===== config.mk =====
export PLATFORM = sky130hd
export DESIGN_NAME = ext_bus_if
export DESIGN_NICKNAME = d
export VERILOG_FILES = /design/src/ext_bus_pkg.sv /design/src/ext_bus_if.sv
export SDC_FILE = /design/constraint.sdc
export NUM_CORES = 1
export LEC_CHECK = 0
export BUFFER_PORTS_ARGS = -buffer_cell sky130_fd_sc_hd__buf_2
export CAP_MARGIN = 30
export CORE_MARGIN = 5
export CORE_UTILIZATION = 25
export DETAILED_ROUTE_END_ITERATION = 8
export SETUP_SLACK_MARGIN = 0.02
export SYNTH_ARGS = -nofsm -noshare
export SYNTH_HDL_FRONTEND = slang
export SYNTH_SLANG_ARGS = --single-unit

===== constraint.sdc =====
create_clock -name pclk -period 6.9 [get_ports pclk]
set_input_delay 0.69 -clock pclk [delete_from_list [all_inputs] [get_ports pclk]]
set_output_delay 0.69 -clock pclk [all_outputs]
set_load 0.03 [all_outputs]

===== src/ext_bus_pkg.sv =====
// Constants, register map and carrier types for the external bus interface.
// Assumes one 25 MHz clock and an APB master in the same domain.
package ext_bus_pkg;

    localparam int ADDR_W     = 23;
    localparam int LOW_ADDR_W = 16;
    localparam int DATA_W     = 16;
    localparam int WS_W       = 3;
    localparam int DIV_W      = 2;
    localparam int PADDR_W    = 12;

    // Register byte offsets
    localparam logic [PADDR_W-1:0] PMR_OFS  = 12'h000;
    localparam logic [PADDR_W-1:0] BANK_SWITCH_CONTROL_REGISTER_OFS = 12'h004;
    localparam logic [PADDR_W-1:0] WAIT_OFS = 12'h008;
    localparam logic [PADDR_W-1:0] STAT_OFS = 12'h00C;

    // Field positions and reset values
    localparam int             PMR_MODE_BIT   = 0;
    localparam int             BANK_SWITCH_CONTROL_REGISTER_DIV_LSB   = 0;
    localparam logic [DIV_W-1:0] BANK_SWITCH_CONTROL_REGISTER_DIV_RST = 2'h3;
    localparam logic [WS_W-1:0]  WAIT_RST     = 3'h7;

    // Internal ROM sits in the top 16K words: address bits 15:14 all ones
    localparam logic [1:0]      ROM_PAGE      = 2'h3;
    localparam logic [WS_W-1:0] READY_MIN_WS  = 3'h2;
    localparam logic [1:0]      INIT_CYCLES   = 2'h2;

    typedef enum logic [1:0] {SPACE_DATA, SPACE_PROG, SPACE_IO} space_t;

    typedef struct packed {
        logic                valid;
        space_t              space;
        logic                write;
        logic                fetch;
        logic [ADDR_W-1:0]   addr;
        logic [DATA_W-1:0]   wdata;
    } core_req_t;

    typedef struct packed {
        logic set_status_bit_instr;
        logic clear_status_bit_instr;
        logic load_status_register_one;
        logic conditional_execute_decode;
        logic read_stage;
    } core_evt_t;

    typedef struct packed {
        logic              done;
        logic              rom_hit;
        logic [DATA_W-1:0] rdata;
    } core_resp_t;

    typedef struct packed {
        logic              rom_map_select;
        logic              branch_condition_input_n;
        logic              ready;
        logic              hold_request_n;
        logic              output_disable_n;
        logic [DATA_W-1:0] external_data_bus;
    } pin_in_t;

    localparam pin_in_t PIN_IN_RST = '{1'b0, 1'b1, 1'b1, 1'b1, 1'b1, 16'h0000};

    typedef struct packed {
        logic              external_flag_output;
        logic              data_space_select_n;
        logic              program_space_select_n;
        logic              io_space_select_n;
        logic              memory_strobe_n;
        logic              io_space_strobe_n;
        logic              read_not_write;
        logic              bus_release_ack_n;
        logic              wait_sequence_done_n;
        logic              instr_fetch_indicator_n;
        logic [ADDR_W-1:0] external_address_bus;
        logic [DATA_W-1:0] external_data_bus;
    } pin_out_t;

    typedef struct packed {
        logic flag;
        logic space_ctrl;
        logic ack;
        logic wait_done;
        logic fetch;
        logic addr;
        logic data;
    } pin_oe_t;

endpackage


===== src/ext_bus_if.sv =====
// External bus interface of the signal processor: space selects, strobes,
// wait states, bus hold, flag, branch condition and divided clock output.
// Assumes APB master and core on pclk; all pins pass a two-stage synchroniser.
// Summary of operation
// - Low map pin at reset maps ROM
// - High map pin removes ROM, goes external
// - Pin caught once; software may override
// - Low branch input means true, staged sampling
// - Flag set, cleared, or cleared by load
// - Flag high during reset
// - Output disable tri-states all control pins
// - Only targeted space select low, address valid
// - Hold tri-states selects, strobes, direction
// - Memory strobe low only for memory access
// - I/O strobe low only for I/O access
// - Direction high except during writes
// - Low ready extends access cycle by cycle
// - Ready checked only after two+ waits
// - Hold request claims bus from master
// - Acknowledge only with outputs tri-stated
// - Acknowledge inactive high during reset
// - Wait-done low first wait, high last
// - Fetch indicator low on fetch addresses
// - Clock output half period one to four pclk
// - Divisor four after reset
// - Data and I/O use low sixteen lines
// - Data bus driven only for writes
//
// Register access over APB and the placing of the registers were chosen for this implementation.
module ext_bus_if
    import ext_bus_pkg::*;
(
    input  wire logic                 pclk,
    input  wire logic                 presetn,
    input  wire logic [PADDR_W-1:0]   paddr,
    input  wire logic                 psel,
    input  wire logic                 penable,
    input  wire logic                 pwrite,
    input  wire logic [31:0]          pwdata,
    output logic      [31:0]          prdata,
    output logic                      pready,
    output logic                      pslverr,
    input  wire core_req_t            core_req,
    input  wire core_evt_t            core_evt,
    output core_resp_t                core_resp,
    output logic                      branch_condition_true,
    input  wire pin_in_t              pins_in,
    output pin_out_t                  pins_out,
    output pin_oe_t                   pins_oe,
    output logic                      machine_clock_output
);

    typedef enum logic [1:0] {ST_IDLE, ST_ACCESS, ST_HOLD} bus_state_t;

    pin_in_t            sync1_reg, sync2_reg;
    bus_state_t         state_reg, state_next;
    core_req_t          acc_reg, acc_next;
    logic [WS_W-1:0]    wcnt_reg, wcnt_next;
    logic [WS_W-1:0]    wait_reg;
    logic [DIV_W-1:0]   div_reg;
    logic               mode_reg;
    logic               init_done_reg;
    logic [1:0]         init_cnt_reg;
    logic               flag_reg, flag_next;
    logic               cond_reg;
    logic [DIV_W:0]     clk_cnt_reg;
    logic               machine_clock_output_reg;
    logic [31:0]        prdata_reg;
    logic               pready_reg, pslverr_reg;
    core_resp_t         resp_reg;
    pin_out_t           pins_reg, pins_next;
    pin_oe_t            oe_reg, oe_next;

    function automatic logic reg_hit(input logic [PADDR_W-1:0] a);
        reg_hit = (a == PMR_OFS) || (a == BANK_SWITCH_CONTROL_REGISTER_OFS) || (a == WAIT_OFS) || (a == STAT_OFS);
    endfunction

    // APB decode
    wire apb_setup    = psel && !penable;
    wire apb_complete = psel && penable && pready_reg;
    wire apb_wr       = apb_complete && pwrite && reg_hit(paddr);
    wire pmr_wr       = apb_wr && (paddr == PMR_OFS);
    wire bank_switch_control_register_wr      = apb_wr && (paddr == BANK_SWITCH_CONTROL_REGISTER_OFS);
    wire wait_wr      = apb_wr && (paddr == WAIT_OFS);

    wire [31:0] status_word = {26'h0, init_done_reg, flag_reg, cond_reg,
                               state_reg == ST_HOLD, state_reg == ST_ACCESS, mode_reg};
    wire [31:0] read_mux =
        (paddr == PMR_OFS)  ? {31'h0, mode_reg} :
        (paddr == BANK_SWITCH_CONTROL_REGISTER_OFS) ? {30'h0, div_reg} :
        (paddr == WAIT_OFS) ? {29'h0, wait_reg} :
        (paddr == STAT_OFS) ? status_word : 32'h0000_0000;

    // Synchronised pin levels
    wire hold_req  = !sync2_reg.hold_request_n;
    wire pins_on   = sync2_reg.output_disable_n;
    wire ready_in  = sync2_reg.ready;

    // ROM hit only in microcomputer mode
    wire rom_hit = (core_req.space == SPACE_PROG) && !mode_reg &&
                   (core_req.addr[LOW_ADDR_W-1:LOW_ADDR_W-2] == ROM_PAGE);
    // no new access while hold is requested
    // Done cycle stays idle: a request still held then is not taken twice
    wire can_take  = (state_reg == ST_IDLE) && core_req.valid && !hold_req && init_done_reg &&
                     !resp_reg.done;
    wire take_rom  = can_take && rom_hit;
    wire take_ext  = can_take && !rom_hit;
    // ready only looked at with two or more waits
    wire ready_chk = wait_reg >= READY_MIN_WS;
    wire waits_done = wcnt_reg >= wait_reg;
    // low ready holds the access one more cycle
    wire acc_finish = (state_reg == ST_ACCESS) && waits_done && !(ready_chk && !ready_in);

    always_comb begin
        state_next = state_reg;
        acc_next   = acc_reg;
        wcnt_next  = wcnt_reg;
        case (state_reg)
            ST_IDLE: begin
                if (hold_req) begin
                    state_next = ST_HOLD;
                end else if (take_ext) begin
                    state_next = ST_ACCESS;
                    acc_next   = core_req;
                    wcnt_next  = '0;
                end
            end
            ST_ACCESS: begin
                if (acc_finish) begin
                    state_next = ST_IDLE;
                end else if (!waits_done) begin
                    wcnt_next = wcnt_reg + 3'h1;
                end
            end
            ST_HOLD: begin
                if (!hold_req) begin
                    state_next = ST_IDLE;
                end
            end
            default: state_next = ST_IDLE;
        endcase
    end

    wire in_acc   = state_next == ST_ACCESS;
    wire in_hold  = state_next == ST_HOLD;
    wire is_io    = acc_next.space == SPACE_IO;

    // set wins over a clear in the same cycle
    assign flag_next = core_evt.set_status_bit_instr ? 1'b1 :
                       (core_evt.clear_status_bit_instr || core_evt.load_status_register_one)
                       ? 1'b0 : flag_reg;

    always_comb begin
        pins_next = pins_reg;
        pins_next.external_flag_output = flag_next;
        // one select low, only during the access
        pins_next.data_space_select_n    = !(in_acc && acc_next.space == SPACE_DATA);
        pins_next.program_space_select_n = !(in_acc && acc_next.space == SPACE_PROG);
        pins_next.io_space_select_n      = !(in_acc && is_io);
        pins_next.memory_strobe_n   = !(in_acc && !is_io);
        pins_next.io_space_strobe_n = !(in_acc && is_io);
        pins_next.read_not_write = !(in_acc && acc_next.write);
        // acknowledge tied to the hold state
        pins_next.bus_release_ack_n = !in_hold;
        // low from first wait up to the last
        pins_next.wait_sequence_done_n = !(in_acc && ready_chk && wcnt_next >= 3'h1 &&
                                           wcnt_next < wait_reg);
        pins_next.instr_fetch_indicator_n = !(in_acc && acc_next.fetch);
        if (in_acc) begin
            // upper lines only for program space
            pins_next.external_address_bus = (acc_next.space == SPACE_PROG) ? acc_next.addr :
                {7'h00, acc_next.addr[LOW_ADDR_W-1:0]};
            pins_next.external_data_bus = acc_next.wdata;
        end
    end

    always_comb begin
        // output disable floats everything but machine_clock_output
        oe_next.flag       = pins_on;
        oe_next.ack        = pins_on;
        oe_next.wait_done  = pins_on;
        oe_next.fetch      = pins_on;
        oe_next.space_ctrl = pins_on && !in_hold;
        oe_next.addr       = pins_on && !in_hold;
        oe_next.data       = pins_on && in_acc && acc_next.write;
    end

    // Pin synchroniser; first stage read only by the second
    always_ff @(posedge pclk or negedge presetn) begin
        if (!presetn) begin
            sync1_reg <= PIN_IN_RST;
            sync2_reg <= PIN_IN_RST;
        end else begin
            sync1_reg <= pins_in;
            sync2_reg <= sync1_reg;
        end
    end

    always_ff @(posedge pclk or negedge presetn) begin
        if (!presetn) begin
            state_reg <= ST_IDLE;
            acc_reg   <= '0;
            wcnt_reg  <= '0;
        end else begin
            state_reg <= state_next;
            acc_reg   <= acc_next;
            wcnt_reg  <= wcnt_next;
        end
    end

    // flag high, acknowledge inactive during reset
    always_ff @(posedge pclk or negedge presetn) begin
        if (!presetn) begin
            pins_reg <= '{external_flag_output: 1'b1, data_space_select_n: 1'b1,
                          program_space_select_n: 1'b1, io_space_select_n: 1'b1,
                          memory_strobe_n: 1'b1, io_space_strobe_n: 1'b1,
                          read_not_write: 1'b1, bus_release_ack_n: 1'b1,
                          wait_sequence_done_n: 1'b1, instr_fetch_indicator_n: 1'b1,
                          default: '0};
            oe_reg   <= '{data: 1'b0, default: 1'b1};
            flag_reg <= 1'b1;
        end else begin
            pins_reg <= pins_next;
            oe_reg   <= oe_next;
            flag_reg <= flag_next;
        end
    end

    // map pin caught once the synchroniser has filled
    always_ff @(posedge pclk or negedge presetn) begin
        if (!presetn) begin
            init_cnt_reg  <= '0;
            init_done_reg <= 1'b0;
            mode_reg      <= 1'b0;
        end else if (!init_done_reg) begin
            init_cnt_reg <= init_cnt_reg + 2'h1;
            if (init_cnt_reg == INIT_CYCLES) begin
                init_done_reg <= 1'b1;
                mode_reg      <= sync2_reg.rom_map_select;
            end
        end else if (pmr_wr) begin
            mode_reg <= pwdata[PMR_MODE_BIT];
        end
    end

    always_ff @(posedge pclk or negedge presetn) begin
        if (!presetn) begin
            div_reg  <= BANK_SWITCH_CONTROL_REGISTER_DIV_RST;
            wait_reg <= WAIT_RST;
        end else begin
            if (bank_switch_control_register_wr) begin
                div_reg <= pwdata[BANK_SWITCH_CONTROL_REGISTER_DIV_LSB +: DIV_W];
            end
            if (wait_wr) begin
                wait_reg <= pwdata[WS_W-1:0];
            end
        end
    end

    always_ff @(posedge pclk or negedge presetn) begin
        if (!presetn) begin
            cond_reg <= 1'b0;
        end else if (core_evt.conditional_execute_decode || core_evt.read_stage) begin
            cond_reg <= !sync2_reg.branch_condition_input_n;
        end
    end

    // machine cycle is two half periods; half period is divisor pclk
    wire [DIV_W:0] half_last = {1'b0, div_reg};
    always_ff @(posedge pclk or negedge presetn) begin
        if (!presetn) begin
            clk_cnt_reg <= '0;
            machine_clock_output_reg  <= 1'b0;
        end else if (clk_cnt_reg >= half_last) begin
            clk_cnt_reg <= '0;
            machine_clock_output_reg  <= !machine_clock_output_reg;
        end else begin
            clk_cnt_reg <= clk_cnt_reg + 3'h1;
        end
    end

    // Registered answer: pready rises in the access phase
    always_ff @(posedge pclk or negedge presetn) begin
        if (!presetn) begin
            prdata_reg  <= '0;
            pready_reg  <= 1'b0;
            pslverr_reg <= 1'b0;
        end else begin
            pready_reg <= apb_setup;
            if (apb_setup) begin
                prdata_reg  <= read_mux;
                pslverr_reg <= !reg_hit(paddr);
            end
        end
    end

    always_ff @(posedge pclk or negedge presetn) begin
        if (!presetn) begin
            resp_reg <= '0;
        end else begin
            resp_reg.done    <= take_rom || acc_finish;
            resp_reg.rom_hit <= take_rom;
            if (acc_finish) begin
                resp_reg.rdata <= sync2_reg.external_data_bus;
            end else if (take_rom) begin
                resp_reg.rdata <= '0;
            end
        end
    end

    assign prdata                = prdata_reg;
    assign pready                = pready_reg;
    assign pslverr               = pslverr_reg;
    assign core_resp             = resp_reg;
    assign branch_condition_true = cond_reg;
    assign pins_out              = pins_reg;
    assign pins_oe               = oe_reg;
    assign machine_clock_output  = machine_clock_output_reg;
endmodule


==> impl.org <==
** Clock tree
- Clock Tree Buf Depth :: 2
- Clock sink count :: 181
- TritonCTS built the clock tree.
- Count of cells resized by post-cts repair :: 0
- Post-CTS setup-driven buffer insertion count :: 0
- The H-tree was split into 4 levels.
- Number of buffers added by the clock tree synthesis step :: 17
- Clock slew at reported path FFs :: 70 ps
- Clock Tree Root :: clkbuf_16
- CTS Hold Bufs :: 0
- Clock network latency to the later pin of the worst-skew pair :: 430 ps

** Routing
- Wire length on met2 :: 7290 um
- First-pass iteration count of the detailed router :: 4
- Iteration-0 DRC Markers :: 150
- The highest layer touched by signal routing is met5.
- The routed layout has 4304 vias.
- Vias per inst :: 3.99
- In the final routed layout, each cell accounts on average for 13.8 um.
- The count of nets left with antenna violations once routing finished came out at 0.
- Routed met3 length :: 919 um
- Wire length after detailed routing :: 14900 um
- For this block, wires on met1 add up to 6410 um.
- In the routed design, unresolved DRC markers number 0.

** Job
- Maximum Capacitance Violations :: 0

** Logic synthesis
- After synthesis, the cell types taking the most area are dfrtp_1, mux2_2, dfstp_2.
- The commonest cells after synthesis are dfrtp_1, mux2_2, nand2_1, buf_4, o21ai_0.
- Among all flip-flop cells after synthesis, the most frequent one is dfrtp_1.
- Counting flops with an async set or reset pin after synthesis yields a share of 100%.
- Most instantiated library cell after synthesis :: dfrtp_1
- In this run the mean area of a mapped cell was 13.5 um2.
- Yosys warnings :: 0
- Distinct cell type count after synthesis :: 51
- Post-Synthesis Cell Area :: 6960 um2
- The share of the Yosys chip area taken by registers is 65.5%.
- The synthesized design spends more area on one cell type than any other, namely dfrtp_1.
- The top cell type by area accounts for 56.4% of the synthesized area.
- Yosys mapped a number of flops with a built-in enable equal to 0.
- Synthesized instance count :: 517
- The synthesized design contains 181 register bits.

** Layout
- Measured on the finished design, the core utilization comes to 31.5%.
- Number of diodes added for antenna fixing :: 0
- After the last flow step, the layout net total stands at 818.
- P&R area growth vs syn :: 24.8%
- The register with the most flip-flops in the layout has 48 of them.
- The post-route netlist has 44.6% of its cells at a drive strength greater than 1.

** Global route
- The first global-routing pass estimated 24000 um of wire.
- The total overflow left after global routing is 0.
- The initial antenna violation count came to 1.
- Via count of the first global-routing pass :: 4409
- Largest net degree at the start of global routing :: 88
- Overall Global Routing Usage :: 9.79%

** STA
- After layout, the minimum clock period comes to 3010 ps.
- At the pin with the least slew margin, the transition time is 706 ps.
- Max Fclk :: 332 MHz
- The max-slew violation count is 0.
- The final critical path takes up 43.6% of the cycle.
- Normalized max-slew margin :: 52.8%
- Final setup violating endpoints :: 0
- Worst clock skew on the final layout :: 13.2 ps
- The number of hold violations in the final report came to 0.
- Setup repair after global routing left no endpoint under its margin.
- Adding up every negative setup slack in the final design gives 0 ps.

** Worst setup path
- STA puts the critical path data required time at 7200 ps.
- STA classifies the critical path startpoint as a flip-flop.
- STA puts the critical path data arrival time at 3310 ps.
- CP Max Fanout :: 34
- Type of the worst setup path :: flip-flop to flip-flop
- Endpoint class of the critical path :: flip-flop

** Pwr
- The worst-case IR drop observed on VDD is 0.199 mV.
- The analysis attributes to cell leakage a power of 0.00410 uW.
- Dividing total power by cell area gives a power density of 422 nW/um2.

** Place
- Routability-driven placement finished with a final weighted congestion of 0.737.
- DPL Wire Length :: 10600 um
- PortBufs :: 173

** Floorplanning
- Die width :: 177 um
- Once the floorplan was initialized, standard cells occupied 25.2% of the core.
- Vertical extent of the die :: 177 um
- Area enclosed by the die boundary :: 31300 um2
- The floorplan step defined a core boundary enclosing 27600 um2.
- Count of pins on the block boundary :: 229
- Row generation in the floorplan step produced 61 rows.

** Hold path
- Worst min-delay path class :: input port to async pin

** Outcome
- Status :: complete, no violations
worst max-delay path, stage by stage, from the launching register on:
cell	delay, ps
dfstp_2	530
inv_1	80
ha_1	340
a21o_1	150
a31oi_1	70
o21bai_2	440
and2_1	520
inv_2	200
buf_12	230
mux2_2	290
layout make-up:
type / instances / area (um2)
clock buffer: 17 / 425
clock inverter: 15 / 175
fill: 2852 / 18900
tap: 378 / 473
sequential: 181 / 4560
timing repair buffer: 178 / 925
multi-input combinational: 291 / 2060
inverter: 20 / 75.1
cell families (layout without fill, tap and decap cells):
group / count (synthesis) / after routing / synth area share [%]
flops: 181 / 181 / 65.5
xor+xnor: 2 / 2 / 0.252
fa+ha+maj: 10 / 10 / 1.80
simple gates: 120 / 120 / 8.39
other cells: 1 / 26 / 0.0538
mux: 78 / 78 / 12.4
compound gates: 55 / 55 / 5.25
buf+inv: 70 / 230 / 6.38
final timing paths:
check / start / to / cells past startpoint / slack, ps
hold reg to reg: sync1_reg[2] / sync2_reg[2] / 0 / 340
hold / removal: presetn / acc_reg[39] / 1 / 320
min in group pclk: sync1_reg[2] / sync2_reg[2] / 0 / 340
setup / recovery: wait_reg[2] / pins_out[2] / 9 / 3890
setup reg to reg: wait_reg[2] / pins_out[2] / 9 / 3890
max in group asynchronous: presetn / core_resp[0] / 2 / 5490
power by group:
part	total, uW	internal (uW)	leakage (uW)	switching (uW)
registers	1540	1400	0.00214	136
clock network	963	490	0.000289	472
logic	1170	423	0.00167	744
total	3670	2310	0.00410	1350
cells in the final DEF, fill, tap and decap left out, types with 2 or more instances in the layout:
cell	netlist	routed
buf_2	6	172
clkbuf_16	0	17
inv_6	0	5
nand2_1	56	56
or2_2	4	4
inv_8	0	3
clkinv_8	0	5
nand3_1	14	14
a21o_1	2	2
or3_1	2	2
nor3b_1	2	2
and3_1	2	2
mux2_2	67	67
conb_1	1	26
xnor2_1	2	2
mux2i_1	11	11
nand2b_1	9	9
a211oi_1	3	3
o31ai_1	8	8
nor3_1	8	7
o21ai_0	28	28
dfstp_2	24	24
dfrtp_1	157	157
buf_4	33	4
nor2_1	9	9
inv_1	19	19
ha_1	10	10
nor4_1	2	2
and2_1	5	5
per-stage QoR:
stage	instance area, um2	worst slack [ps]	hold WS [ps]	total power [uW]	instances
finish	8690	3890	317	3670	1080
global route	8690	3690	319	3910	1080
CTS	8670	3520	322	3730	1079
detailed placement	8070	3410	335	2750	1047
global placement	8070	3390	333	2720	1047
floorplan	7060	4280	331	2390	542
per-layer routing:
metal / vias up / track usage (%)
li1: 2051 / -
met1: 2129 / 12.3
met2: 104 / 15.8
met3: 18 / 3.23
met4: 2 / 3.61
met5: - / 0
Power figures use the tool's default switching activity.
